==> src/verilog/load_switch_map.vh <==
// register map, field layout and timing constants of the load shed and switch block
`ifndef LOAD_SWITCH_MAP_VH
`define LOAD_SWITCH_MAP_VH
// register offsets (byte addresses)
`define REG_PRIO_LO        8'h00
`define REG_PRIO_HI        8'h04
`define REG_MED_DEACT      8'h08
`define REG_MED_ACT        8'h0C
`define REG_LOW_DEACT      8'h10
`define REG_LOW_ACT        8'h14
`define REG_SUPPLY_MV      8'h18
`define REG_SHED_STATUS    8'h1C
`define REG_CHAN_ENABLE    8'h20
`define REG_SIGNALS        8'h24
`define REG_LUT_BASE       8'h40
`define REG_TMR_BASE       8'h60
`define REG_TMR_TIME_BASE  8'h80
`define REG_STRIDE_SHIFT   2
// priority codes
`define PRIO_HIGH          2'h0
`define PRIO_MED           2'h1
`define PRIO_LOW           2'h2
// delay type codes
`define DLY_NONE           2'h0
`define DLY_OFF            2'h1
`define DLY_ON             2'h2
// selector code meaning no signal selected
`define SEL_NONE           5'h00
`define SEL_MAX            5'h18
// address window of the per-element register blocks
`define WIN_MASK           8'hE0
// writable bits of a logic element config word
`define LUT_CFG_MASK       32'h1F1F1FFF
// channel enables after reset
`define RST_CHAN_EN        16'hFFFF
// logic element config fields: table [7:0], A sel [12:8], B sel [20:16], C sel [28:24]
`define LUT_TBL_LSB        0
`define LUT_A_LSB          8
`define LUT_B_LSB          16
`define LUT_C_LSB          24
// timer config fields: select [4:0], type [9:8]
`define TMR_SEL_LSB        0
`define TMR_TYPE_LSB       8
// threshold reset values in millivolts
`define RST_MED_DEACT      16'h300C
`define RST_MED_ACT        16'h3138
`define RST_LOW_DEACT      16'h3070
`define RST_LOW_ACT        16'h3200
// timer tick period in nanoseconds, and clock period in nanoseconds
`define TICK_NS            1000000
`define CLK_NS             10
`endif

==> src/verilog/load_shed_and_switch_logic.v <==
// load shedding, lookup-table logic elements and timer elements
//
// Implementation choices: the address-and-strobe port and the register offsets.
`timescale 1ns/1ps
`include "load_switch_map.vh"

// Notes on behaviour
// - Each of the 16 breaker channels holds a programmable priority of high, medium or low.
// - A high-priority channel is never disabled by load shedding.
// - Medium channels are disabled when the supply falls below the medium deactivate level.
// - Medium channels are enabled again when the supply rises above the medium activate level.
// - Low channels are disabled when the supply falls below the low deactivate level.
// - Low channels are enabled again when the supply rises above the low activate level.
// - There are eight logic elements, each a three-input lookup table.
// - Inputs A, B and C of each element come from selectable internal signals.
// - Each table holds eight bits and the element output is the bit for the input pattern.
// - There are eight timers, each fed from a selectable internal signal.
// - A timer passes, delays falling edges, or delays rising edges by its programmed time.
module load_shed_and_switch_logic
#(
  parameter NCH      = 16,
  parameter NEL      = 8,
  parameter TICK_CYC = `TICK_NS / `CLK_NS
)
(
  input  wire        CLK,
  input  wire        RST_B,
  input  wire [15:0] SUPPLY_MV,
  input  wire [7:0]  EXT_SIG,
  input  wire [7:0]  ADDR,
  input  wire [31:0] WDATA,
  input  wire        WR,
  input  wire        RD,
  output reg  [31:0] RDATA,
  output reg  [15:0] CHAN_EN,
  output reg  [7:0]  LOGIC_OUT,
  output reg  [7:0]  TIMER_OUT
);

////////////////////////////////////////////////////////////////////////////////
// signal selection: 0 none, 1..8 external, 9..16 logic, 17..24 timers

  function sel_sig;
    input [4:0]  sel;
    input [23:0] pool;
    begin
      if (sel == `SEL_NONE || sel > `SEL_MAX)
        sel_sig = 1'b0;
      else
        sel_sig = pool[sel - 5'h01];
    end
  endfunction

  // true when the address falls in the eight-word window at base
  function win_hit;
    input [7:0] addr;
    input [7:0] base;
    begin
      win_hit = ((addr & `WIN_MASK) == base);
    end
  endfunction

  wire [23:0] pool = {TIMER_OUT, LOGIC_OUT, EXT_SIG};

////////////////////////////////////////////////////////////////////////////////
// registers

  reg [31:0] prio_lo_q;
  reg [31:0] prio_hi_q;
  reg [15:0] med_deact_q;
  reg [15:0] med_act_q;
  reg [15:0] low_deact_q;
  reg [15:0] low_act_q;
  reg [31:0] lut_cfg_q [0:NEL-1];
  reg [9:0]  tmr_cfg_q [0:NEL-1];
  reg [15:0] tmr_time_q [0:NEL-1];
  reg        med_on_q;
  reg        low_on_q;
  reg        med_on_d;
  reg        low_on_d;
  reg [15:0] chan_en_d;
  reg [31:0] rdata_d;
  wire [7:0] logic_d;
  wire [7:0] timer_d;
  integer    i;
  integer    n;

  // word index inside a 32-byte register window
  wire [2:0] idx = ADDR[`REG_STRIDE_SHIFT+2:`REG_STRIDE_SHIFT];

  always @(posedge CLK or negedge RST_B)
  begin
    if (!RST_B)
    begin
      prio_lo_q   <= 32'h00000000;
      prio_hi_q   <= 32'h00000000;
      med_deact_q <= `RST_MED_DEACT;
      med_act_q   <= `RST_MED_ACT;
      low_deact_q <= `RST_LOW_DEACT;
      low_act_q   <= `RST_LOW_ACT;
      for (i = 0; i < NEL; i = i + 1)
      begin
        lut_cfg_q[i]  <= 32'h00000000;
        tmr_cfg_q[i]  <= 10'h000;
        tmr_time_q[i] <= 16'h0000;
      end
    end
    else if (WR)
    begin
      case (ADDR)
        `REG_PRIO_LO:   prio_lo_q   <= WDATA;
        `REG_PRIO_HI:   prio_hi_q   <= WDATA;
        `REG_MED_DEACT: med_deact_q <= WDATA[15:0];
        `REG_MED_ACT:   med_act_q   <= WDATA[15:0];
        `REG_LOW_DEACT: low_deact_q <= WDATA[15:0];
        `REG_LOW_ACT:   low_act_q   <= WDATA[15:0];
        default:
        begin
          // anything outside the windows is dropped
          if (win_hit(ADDR, `REG_LUT_BASE) && idx < NEL)
            lut_cfg_q[idx] <= WDATA & `LUT_CFG_MASK;
          if (win_hit(ADDR, `REG_TMR_BASE) && idx < NEL)
            tmr_cfg_q[idx] <= {WDATA[`TMR_TYPE_LSB+1:`TMR_TYPE_LSB], 3'h0,
                               WDATA[`TMR_SEL_LSB+4:`TMR_SEL_LSB]};
          if (win_hit(ADDR, `REG_TMR_TIME_BASE) && idx < NEL)
            tmr_time_q[idx] <= WDATA[15:0];
        end
      endcase
    end
  end

////////////////////////////////////////////////////////////////////////////////
// load shedding with hysteresis

  // between the two levels the state holds: that gap is the hysteresis
  always @*
  begin
    med_on_d = med_on_q;
    low_on_d = low_on_q;
    if (SUPPLY_MV < med_deact_q)
      med_on_d = 1'b0;
    else if (SUPPLY_MV > med_act_q)
      med_on_d = 1'b1;
    if (SUPPLY_MV < low_deact_q)
      low_on_d = 1'b0;
    else if (SUPPLY_MV > low_act_q)
      low_on_d = 1'b1;
  end

  always @(posedge CLK or negedge RST_B)
  begin
    if (!RST_B)
    begin
      med_on_q <= 1'b1;
      low_on_q <= 1'b1;
    end
    else
    begin
      med_on_q <= med_on_d;
      low_on_q <= low_on_d;
    end
  end

  wire [63:0] prio_all = {prio_hi_q, prio_lo_q};

  // enable of one channel from its priority code; code 3 counts as high
  function chan_on;
    input [1:0] prio;
    input       med_on;
    input       low_on;
    begin
      case (prio)
        `PRIO_MED: chan_on = med_on;
        `PRIO_LOW: chan_on = low_on;
        default:   chan_on = 1'b1;
      endcase
    end
  endfunction

  always @*
  begin
    chan_en_d = 16'h0000;
    for (n = 0; n < NCH; n = n + 1)
      chan_en_d[n] = chan_on(prio_all[2*n +: 2], med_on_q, low_on_q);
  end

  always @(posedge CLK or negedge RST_B)
  begin
    if (!RST_B)
      CHAN_EN <= `RST_CHAN_EN;
    else
      CHAN_EN <= chan_en_d;
  end

////////////////////////////////////////////////////////////////////////////////
// logic elements and timers

  // timer states: follow the input, or hold the old level while a delayed edge ages
  localparam [1:0] ST_FOLLOW = 2'b01;
  localparam [1:0] ST_WAIT   = 2'b10;

  genvar g;
  generate
    for (g = 0; g < NEL; g = g + 1)
    begin : elem
      wire [31:0] c   = lut_cfg_q[g];
      wire        a   = sel_sig(c[`LUT_A_LSB+4:`LUT_A_LSB], pool);
      wire        b   = sel_sig(c[`LUT_B_LSB+4:`LUT_B_LSB], pool);
      wire        cc  = sel_sig(c[`LUT_C_LSB+4:`LUT_C_LSB], pool);
      wire [2:0]  row = {a, b, cc};
      assign logic_d[g] = c[`LUT_TBL_LSB + row];

      wire [9:0]  t       = tmr_cfg_q[g];
      wire        tin     = sel_sig(t[`TMR_SEL_LSB+4:`TMR_SEL_LSB], pool);
      wire [1:0]  ty      = t[`TMR_TYPE_LSB+1:`TMR_TYPE_LSB];
      wire        cur     = TIMER_OUT[g];
      wire        delayed = (ty == `DLY_OFF && !tin) || (ty == `DLY_ON && tin);
      // prescaler counts clocks to one tick, ticks counts the delay
      reg  [1:0]  st_q;
      reg  [1:0]  st_d;
      reg  [31:0] pre_q;
      reg  [31:0] pre_d;
      reg  [15:0] ticks_q;
      reg  [15:0] ticks_d;
      reg         out_d;

      always @*
      begin
        st_d    = st_q;
        pre_d   = pre_q;
        ticks_d = ticks_q;
        out_d   = cur;
        case (st_q)
          ST_FOLLOW:
          begin
            pre_d   = 32'h00000000;
            ticks_d = 16'h0000;
            if (tin != cur && delayed)
              st_d = ST_WAIT;
            else
              out_d = tin;
          end
          ST_WAIT:
          begin
            if (tin == cur || !delayed)
            begin
              // input went back: the pending edge is dropped; type changed: the edge passes at once
              st_d  = ST_FOLLOW;
              out_d = tin;
            end
            else if (ticks_q >= tmr_time_q[g])
            begin
              st_d  = ST_FOLLOW;
              out_d = tin;
            end
            else if (pre_q == TICK_CYC - 1)
            begin
              pre_d   = 32'h00000000;
              ticks_d = ticks_q + 16'h0001;
            end
            else
              pre_d = pre_q + 32'h00000001;
          end
          default:
            st_d = ST_FOLLOW;
        endcase
      end

      always @(posedge CLK or negedge RST_B)
      begin
        if (!RST_B)
        begin
          st_q    <= ST_FOLLOW;
          pre_q   <= 32'h00000000;
          ticks_q <= 16'h0000;
        end
        else
        begin
          st_q    <= st_d;
          pre_q   <= pre_d;
          ticks_q <= ticks_d;
        end
      end

      assign timer_d[g] = out_d;
    end
  endgenerate

  // element and timer outputs leave straight from flip-flops
  always @(posedge CLK or negedge RST_B)
  begin
    if (!RST_B)
    begin
      LOGIC_OUT <= 8'h00;
      TIMER_OUT <= 8'h00;
    end
    else
    begin
      LOGIC_OUT <= logic_d;
      TIMER_OUT <= timer_d;
    end
  end

////////////////////////////////////////////////////////////////////////////////
// read path

  always @*
  begin
    rdata_d = 32'h00000000;
    case (ADDR)
      `REG_PRIO_LO:     rdata_d = prio_lo_q;
      `REG_PRIO_HI:     rdata_d = prio_hi_q;
      `REG_MED_DEACT:   rdata_d = {16'h0000, med_deact_q};
      `REG_MED_ACT:     rdata_d = {16'h0000, med_act_q};
      `REG_LOW_DEACT:   rdata_d = {16'h0000, low_deact_q};
      `REG_LOW_ACT:     rdata_d = {16'h0000, low_act_q};
      `REG_SUPPLY_MV:   rdata_d = {16'h0000, SUPPLY_MV};
      `REG_SHED_STATUS: rdata_d = {30'h00000000, low_on_q, med_on_q};
      `REG_CHAN_ENABLE: rdata_d = {16'h0000, CHAN_EN};
      `REG_SIGNALS:     rdata_d = {8'h00, pool};
      default:
      begin
        // unmapped addresses read as zero
        if (win_hit(ADDR, `REG_LUT_BASE) && idx < NEL)
          rdata_d = lut_cfg_q[idx];
        if (win_hit(ADDR, `REG_TMR_BASE) && idx < NEL)
          rdata_d = {22'h000000, tmr_cfg_q[idx]};
        if (win_hit(ADDR, `REG_TMR_TIME_BASE) && idx < NEL)
          rdata_d = {16'h0000, tmr_time_q[idx]};
      end
    endcase
  end

  always @(posedge CLK or negedge RST_B)
  begin
    if (!RST_B)
      RDATA <= 32'h00000000;
    else if (RD)
      RDATA <= rdata_d;
    else
      RDATA <= 32'h00000000;
  end

endmodule

==> config.mk <==
export PLATFORM = sky130hd
export DESIGN_NAME = load_shed_and_switch_logic
export DESIGN_NICKNAME = d
export VERILOG_FILES = /design/src/verilog/load_shed_and_switch_logic.v
export VERILOG_INCLUDE_DIRS = /design/src /design/src/verilog
export SDC_FILE = /design/constraint.sdc
export NUM_CORES = 2
export LEC_CHECK = 0
export BUFFER_PORTS_ARGS = -buffer_cell sky130_fd_sc_hd__buf_2
export CORE_MARGIN = 1
export CORE_UTILIZATION = 45
export CTS_BUF_LIST = sky130_fd_sc_hd__clkbuf_4
export DETAILED_ROUTE_END_ITERATION = 8
export PLACE_DENSITY = 0.59
export SLEW_MARGIN = 20
export SYNTH_ARGS = -nofsm -noshare
export SYNTH_HDL_FRONTEND = slang
export SYNTH_SLANG_ARGS = --single-unit
==> constraint.sdc <==
create_clock -name CLK -period 5.1 [get_ports CLK]
set_input_delay 0.765 -clock CLK [delete_from_list [all_inputs] [get_ports CLK]]
set_output_delay 0.765 -clock CLK [all_outputs]
set_load 0.02 [all_outputs]
; ---- After elaboration in Yosys (flattened, before gate mapping)
; Cells that the tools add are included.
[totals]
regBits = 1058
in_bits = 68
word_cells = 808
[op_classes]
add_sub_neg = 48
magnitude_cmp = 86
eq_ne = 148
mux = 283
bitwise = 2
n_reduce_logical = 174
[op_table]
columns = op, count
row1 = $mux W32, 31
row2 = $pmux W32 S2, 8
row3 = $mux W16, 27
row4 = $pmux W32 S10, 1
row5 = $add A32 B1 Y32 const B, 8
row6 = $bwmux W256, 1
row7 = $eq A32 B17 Y1 const B, 8
row8 = $pmux W16 S2, 8
row9 = $lt A5 B6 Y1 const B, 32
row10 = $bmux W1 S5, 32
row11 = $gt A5 B5 Y1 const B, 32
row12 = $logic_not A5 Y1, 32
row13 = $sub A5 B1 Y5 const B, 32
row14 = $add A16 B1 Y16 const B, 8
row15 = $bwmux W128, 1
row16 = $ge A16 B16 Y1, 8
row17 = $mux W1, 100
row18 = $bmux W32 S3, 1
row19 = $demux W32 S3, 1
row20 = $bwmux W80, 1
row21 = $ne A2 B2 Y1 const B, 40
row22 = $eq A2 B1 Y1 const B, 32
row23 = $eq A2 B2 Y1 const B, 32
row24 = $reduce_and A3 Y1, 19
row25 = 33 further kinds, 246

; ---- Logic depth before layout (Yosys ltp)
[logic_depth]
word_depth = 11
ltp_mapped = 14
depth_no_buf = 10

; ---- Worst setup path after synthesis
; No wires, ideal clock.
[synth_path]
kind = register to register
startpoint = reg tmr_cfg_q, in the netlist elem[2].t[0]
endpoint = reg elem[2].pre_q[25]
setup_ns = 0.110
t_arrival_ns = 3.593
t_required_ns = 4.990
path_slack_ns = 1.397
stages_incl_launch_ff = 13
n_path_buf = 4
period_less_slack_ns = 3.703
cell_sequence = dfrtp_1 -> buf_2 -> buf_6 -> inv_1 -> ha_1 -> mux4_2 -> mux2_2 -> a311oi_2 -> mux2_2 -> or4_1 -> buf_2 -> buf_2 -> o41ai_1
[synth_between]
elab_chain_len = 11
[synth_lines]
columns = element, line
row1 = start: declaration, load_shed_and_switch_logic.v:75  ; reg [9:0] tmr_cfg_q [0:NEL-1];
row2 = start signal: indexed assignment, load_shed_and_switch_logic.v:123  ; tmr_cfg_q[idx] <= {WDATA[`TMR_TYPE_LSB+1:`TMR_TYPE_LSB], 3'h0,
row3 = $sub A5 B1 Y5, load_shed_and_switch_logic.v:50  ; sel_sig = pool[sel - 5'h01];
row4 = $bmux W1 S5, load_shed_and_switch_logic.v:50
row5 = $mux W1 (not written as such), load_shed_and_switch_logic.v:50
row6 = $mux W1 (*), load_shed_and_switch_logic.v:47  ; if (sel == `SEL_NONE || sel > `SEL_MAX)
row7 = $logic_not A1 Y1, load_shed_and_switch_logic.v:217  ; wire delayed = (ty == `DLY_OFF && !tin) || (ty == `DLY_ON && tin);
row8 = $logic_and A1 B1 Y1, load_shed_and_switch_logic.v:217
row9 = $logic_or A1 B1 Y1, load_shed_and_switch_logic.v:217
row10 = $logic_not A1 Y1, load_shed_and_switch_logic.v:245  ; if (tin == cur || !delayed)
row11 = $logic_or A1 B1 Y1 (*), load_shed_and_switch_logic.v:245
row12 = $ne A2 B2 Y1 (no line) (*), --
row13 = $reduce_and A3 Y1 (no line) (*), --
row14 = end signal: assignment, load_shed_and_switch_logic.v:280  ; pre_q <= pre_d;
row15 = end: declaration, load_shed_and_switch_logic.v:221  ; reg [31:0] pre_q;
; Every way passes the cells marked *; elsewhere a longest branch is shown, timed or not. The select of a mux whose other input is x is not followed.
; A chain may end at the register's enable or synchronous reset.

; ---- Worst setup path in the final report
[layout_path]
startpoint = reg tmr_cfg_q, in the netlist elem[1].t[0]
endpoint = reg elem[1].ticks_q[2]
[layout_between]
elab_chain_len = 11
[layout_lines]
columns = element, line
row1 = $sub A5 B1 Y5, load_shed_and_switch_logic.v:50
row2 = $bmux W1 S5, load_shed_and_switch_logic.v:50
row3 = $mux W1 (not written as such), load_shed_and_switch_logic.v:50
row4 = $mux W1 (*), load_shed_and_switch_logic.v:47
row5 = $logic_not A1 Y1, load_shed_and_switch_logic.v:217
row6 = $logic_and A1 B1 Y1, load_shed_and_switch_logic.v:217
row7 = $logic_or A1 B1 Y1, load_shed_and_switch_logic.v:217
row8 = $logic_not A1 Y1, load_shed_and_switch_logic.v:245
row9 = $logic_or A1 B1 Y1 (*), load_shed_and_switch_logic.v:245
row10 = $ne A2 B2 Y1 (no line) (*), --
row11 = $reduce_and A4 Y1 (no line) (*), --
row12 = end signal: assignment, load_shed_and_switch_logic.v:281  ; ticks_q <= ticks_d;
row13 = end: declaration, load_shed_and_switch_logic.v:223  ; reg [15:0] ticks_q;
; Marked as above.

==> results by stage <==
Drt:
- The post-detailed-route wirelength per cell is 24.2 µm.
- The first detailed-routing pass took 8 iterations.
- The via count is 54,142.
- After detailed routing, the number of remaining DRC violations is 0.
- After the first detailed-routing iteration, the DRC count stood at 5,350.
- The detailed-route wire length is 208,000 µm.
- The via count normalized by instance count is 6.31.
- The count of nets left with antenna violations once routing finished came out at 0.

Setup path:
- The critical path starts at elem[1].t[0].
- Data on the critical path arrives at its endpoint at 5.55 ns.
- The setup path with the least slack is of type reg2reg.
- In this run the worst path has a maximum fanout of 12.
- The startpoint of the most critical register-to-register path is elem[1].t[0].
- Across all register-to-register paths, the minimum setup slack is 0.64 ns.
- The destination of the worst register-to-register timing path is elem[1].ticks_q[2].
- For the worst flop-to-flop path, the logic depth is 10.
- The category of the worst setup path launch point is a register.
- The nature of the critical path endpoint is a register.
- The critical path ends at elem[1].ticks_q[2].
- At the worst endpoint, the required time is 6.19 ns.

Place:
- The detailed placer's ending HPWL is 140,000 µm.
- The final weighted congestion in routability-driven placement is 0.933.
- Input and output buffers added on the ports amount to 131.
- The total placed instance area is 0.0660 mm².

Logic synthesis:
- In this run, synthesis inferred 0 flip-flops with an integrated enable.
- The post-synthesis instance area is 0.0635 mm².
- Synthesis inferred 962 register bits.
- The mean area per synthesized cell is 10.0 µm².
- The portion of the post-synthesis area used by sequential elements is 38.0%.
- The Yosys step of the flow raised 0 warnings.
- The synthesized netlist contains 96 unique library cells.
- The leading register cell type out of synthesis is sky130_fd_sc_hd__dfrtp_1.
- Synthesis produced a netlist with a net count of 6,710.
- Synthesis produced 6,350 cells.
- The async set-or-reset flop fraction in the synthesized netlist is 100%.

CTS:
- The clock tree from TritonCTS is yes.
- The buffer depth of the longest clock path is 4.
- The number of resized instances in the post-cts repair step is 0.
- The number of CTS-inserted buffers is 294.
- For this design, the sink count on the clock tree is 962.
- Clock tree synthesis selected as its root buffer the cell sky130_fd_sc_hd__clkbuf_4.
- The H-tree was split into 5 levels.
- The clock transition at the registers of the reported paths is 0.06 ns.
- The later-pin clock latency in the skew report is 1.29 ns.

Run:
- The number of max-cap violations is 0.

Die:
- The area of the die is 0.143 mm².
- The die is 378 µm wide.
- During I/O placement, the number of pins put on the boundary was 132.
- The starting density of the core is 45.4%.
- The floorplan has 137 rows.
- The core region area is 0.140 mm².
- The height of the die is 378 µm.

Min path:
- The class of the worst hold path is in2reg.

STA:
- Setup repair after global routing left no endpoint under its margin.
- The total negative slack for setup checks is 0 ns.
- The total count of hold-check failures in the final report is 0.
- The maximum clock frequency is 224 MHz.
- Of the available clock period, the critical path in the final layout requires 87.5%.
- Clock skew on the completed layout was measured at 0.107 ns.
- The number of slew-limit violations in the final report is 0.
- The time the worst path needs with I/O delays and setup is 4.46 ns.
- The tightest hold path in the finished design has a slack of 0.168 ns.
- The normalized max-slew margin is 20.6%.
- Setup violations remaining at the end of the flow were counted as 0.
- At the pin with the least slew margin, the transition time is 1.19 ns.

Global route:
- For this run the aggregate overflow at the end of global routing stands at 0.
- The largest net degree at the start of global routing is 150.
- The number of antenna violations at the first check in global routing is 16.
- The via count of the first global-routing pass is 51,761.
- The total routing resource utilization after global routing is 28.9%.
- The global-route wire length before repair is 318,000 µm.

Layout:
- The final design instance area without fill is 0.0699 mm².
- The share of post-route cells with drive strength above 1 is 23.4%.
- Compared with the post-synthesis result, the final layout area differs by 9.93%.
- The post-route core utilization is 49.9%.
- The filler cell count in the final layout is 13,009.
- In the final layout, the multi-input gates occupy 0.0363 mm².
- The sequential standard cell area is 0.0241 mm².
- The post-layout net count is 6,853.

Power:
- Summed over all cells, the static leakage comes to 30.4 nW.
- VDD sags by at most 0.287 mV.
- Power spread over the standard cell area amounts to 347 mW/mm².

Outcome:
- The flow ran to the end, and the final reports show no timing, DRC or antenna violations.
## kinds of logic after synthesis
family          share of synthesized area, %
flops                                   38.0
xor+xnor                                1.09
fa+ha+maj                               5.75
mux                                     20.4
simple gates                            14.3
compound gates                          15.4
buf+inv                                 5.05
## flip-flops by register name (all words and copies together), names as in the netlist, 32 cells and up
name,cells
elem.c,184
elem.pre_q,256
prio_lo_q,32
RDATA,32
elem.t,56
prio_hi_q,32
elem.ticks_q,128
tmr_time_q,128
## per-stage QoR
step	total power [mW]	instances	setup WS, ns
2_1_floorplan	14.1	6350	1.40
3_3_place_gp	16.5	8041	0.829
3_5_place_dp	16.6	8041	0.705
4_1_cts	24.3	8566	0.696
5_1_grt	25.4	8577	0.423
6_report	24.2	8580	0.639
## worst min path at each step
| stage | from | to | slack, ns | cells after the start |
|---|---|---|---|---|
| 2_1_floorplan | elem[7].pre_q[16] | elem[7].pre_q[16] | 0.44 | 1 |
| 4_1_cts | WDATA[7] | tmr_time_q[7] | 0.04 | 3 |
| 6_report | WDATA[1] | tmr_time_q[1] | 0.17 | 3 |
| 3_3_place_gp | elem[7].pre_q[31] | elem[7].pre_q[31] | 0.46 | 1 |
| 3_5_place_dp | elem[7].pre_q[31] | elem[7].pre_q[31] | 0.47 | 1 |
| 5_1_grt | WDATA[7] | tmr_time_q[71] | 0.08 | 3 |
## area by class of cell
cell class	count	share of cell area, %
Multi-Input combinational cell	4557	52.0
Sequential cell	962	34.6
Clock buffer	416	4.47
Tap cell	1876	3.36
Timing Repair Buffer	284	2.90
Inverter	394	2.12
Clock inverter	77	0.580
Antenna cell	14	0.0502
## layout by cell type (no fill, tap or decap), types with 51 or more instances in the layout
cell                       Yosys  final
sky130_fd_sc_hd__nand2b_1     57     56
sky130_fd_sc_hd__a22oi_1      63     63
sky130_fd_sc_hd__inv_1       394    394
sky130_fd_sc_hd__nand4_1      84     84
sky130_fd_sc_hd__or4_1        51     51
sky130_fd_sc_hd__o31ai_1     152    151
sky130_fd_sc_hd__nor4_1       71     70
sky130_fd_sc_hd__nand3_1     226    226
sky130_fd_sc_hd__buf_2        30    128
sky130_fd_sc_hd__dfrtp_1     918    912
sky130_fd_sc_hd__a21o_1       65     65
sky130_fd_sc_hd__nand2_1     547    546
sky130_fd_sc_hd__a21oi_1     170    168
sky130_fd_sc_hd__buf_4         3    113
sky130_fd_sc_hd__o21ai_0     559    559
sky130_fd_sc_hd__mux4_2      304    304
sky130_fd_sc_hd__clkbuf_4      0    416
sky130_fd_sc_hd__mux2i_1     116    115
sky130_fd_sc_hd__nor3_1      101     98
sky130_fd_sc_hd__a31oi_1      95     95
sky130_fd_sc_hd__nor2_1      292    283
sky130_fd_sc_hd__ha_1        292    292
sky130_fd_sc_hd__mux2_2      441    441
sky130_fd_sc_hd__and3_1      135    135
sky130_fd_sc_hd__clkinv_1      0     59
## power breakdown
part | switching, mW | leakage [nW] | internal, mW
combinational | 4.02 | 15.5 | 3.20
sequential | 1.25 | 12.7 | 8.24
clock | 3.60 | 2.12 | 3.94
total | 8.87 | 30.4 | 15.4
## routing by layer
| layer | part of all wire [%] | track usage, % |
|---|---|---|
| met2 | 43 | 42.4 |
| met3 | 9.9 | 7.52 |
| met1 | 43 | 40.5 |
| met5 | 0.037 | 0 |
| met4 | 4.0 | 11.8 |
## cell usage after synthesis (28+ instances only)
master,n,area (µm²)
sky130_fd_sc_hd__a211oi_1,46,345
sky130_fd_sc_hd__a21o_1,65,488
sky130_fd_sc_hd__a21oi_1,170,851
sky130_fd_sc_hd__a221o_1,38,380
sky130_fd_sc_hd__a22oi_1,63,473
sky130_fd_sc_hd__a31oi_1,95,594
sky130_fd_sc_hd__a41oi_1,43,377
sky130_fd_sc_hd__and2_1,39,244
sky130_fd_sc_hd__and3_1,135,845
sky130_fd_sc_hd__buf_1,64,240
sky130_fd_sc_hd__buf_2,30,150
sky130_fd_sc_hd__clkbuf_1,333,1250
sky130_fd_sc_hd__dfrtp_1,918,23000
sky130_fd_sc_hd__dfstp_2,44,1160
sky130_fd_sc_hd__ha_1,292,3650
sky130_fd_sc_hd__inv_1,394,1480
sky130_fd_sc_hd__mux2_2,441,4970
sky130_fd_sc_hd__mux2i_1,116,1160
sky130_fd_sc_hd__mux4_2,304,6850
sky130_fd_sc_hd__nand2_1,547,2050
sky130_fd_sc_hd__nand2b_1,57,357
sky130_fd_sc_hd__nand3_1,226,1130
sky130_fd_sc_hd__nand4_1,84,526
sky130_fd_sc_hd__nor2_1,292,1100
sky130_fd_sc_hd__nor2b_1,38,238
sky130_fd_sc_hd__nor3_1,101,505
sky130_fd_sc_hd__nor3b_1,32,240
sky130_fd_sc_hd__nor4_1,71,444
sky130_fd_sc_hd__o211ai_1,49,368
sky130_fd_sc_hd__o21a_1,28,210
sky130_fd_sc_hd__o21ai_0,559,2800
sky130_fd_sc_hd__o31ai_1,152,1140
sky130_fd_sc_hd__or2_2,30,188
sky130_fd_sc_hd__or3_1,46,288
sky130_fd_sc_hd__or4_1,51,383
sky130_fd_sc_hd__xnor2_1,34,298
sky130_fd_sc_hd__xor2_1,45,394
## critical path: stages, from the launching register on
cell and delay, ns:
sky130_fd_sc_hd__dfrtp_1 0.63, sky130_fd_sc_hd__inv_1 0.10, sky130_fd_sc_hd__ha_1 0.43, sky130_fd_sc_hd__mux4_2 0.33, sky130_fd_sc_hd__a21boi_0 0.14, sky130_fd_sc_hd__a31o_2 0.26, sky130_fd_sc_hd__a311oi_1 0.65, sky130_fd_sc_hd__nand3_1 0.49
sky130_fd_sc_hd__a211oi_2 0.77, sky130_fd_sc_hd__a21oi_1 0.14, sky130_fd_sc_hd__a221o_1 0.37
## what timing repair did
| action | in CTS | in global routing |
|---|---|---|
| hold buffers | 32 | 0 |
| hold endpoints to repair | 311 | 0 |
| setup buffers | 0 | 0 |
(Power assumes the default switching activity.)
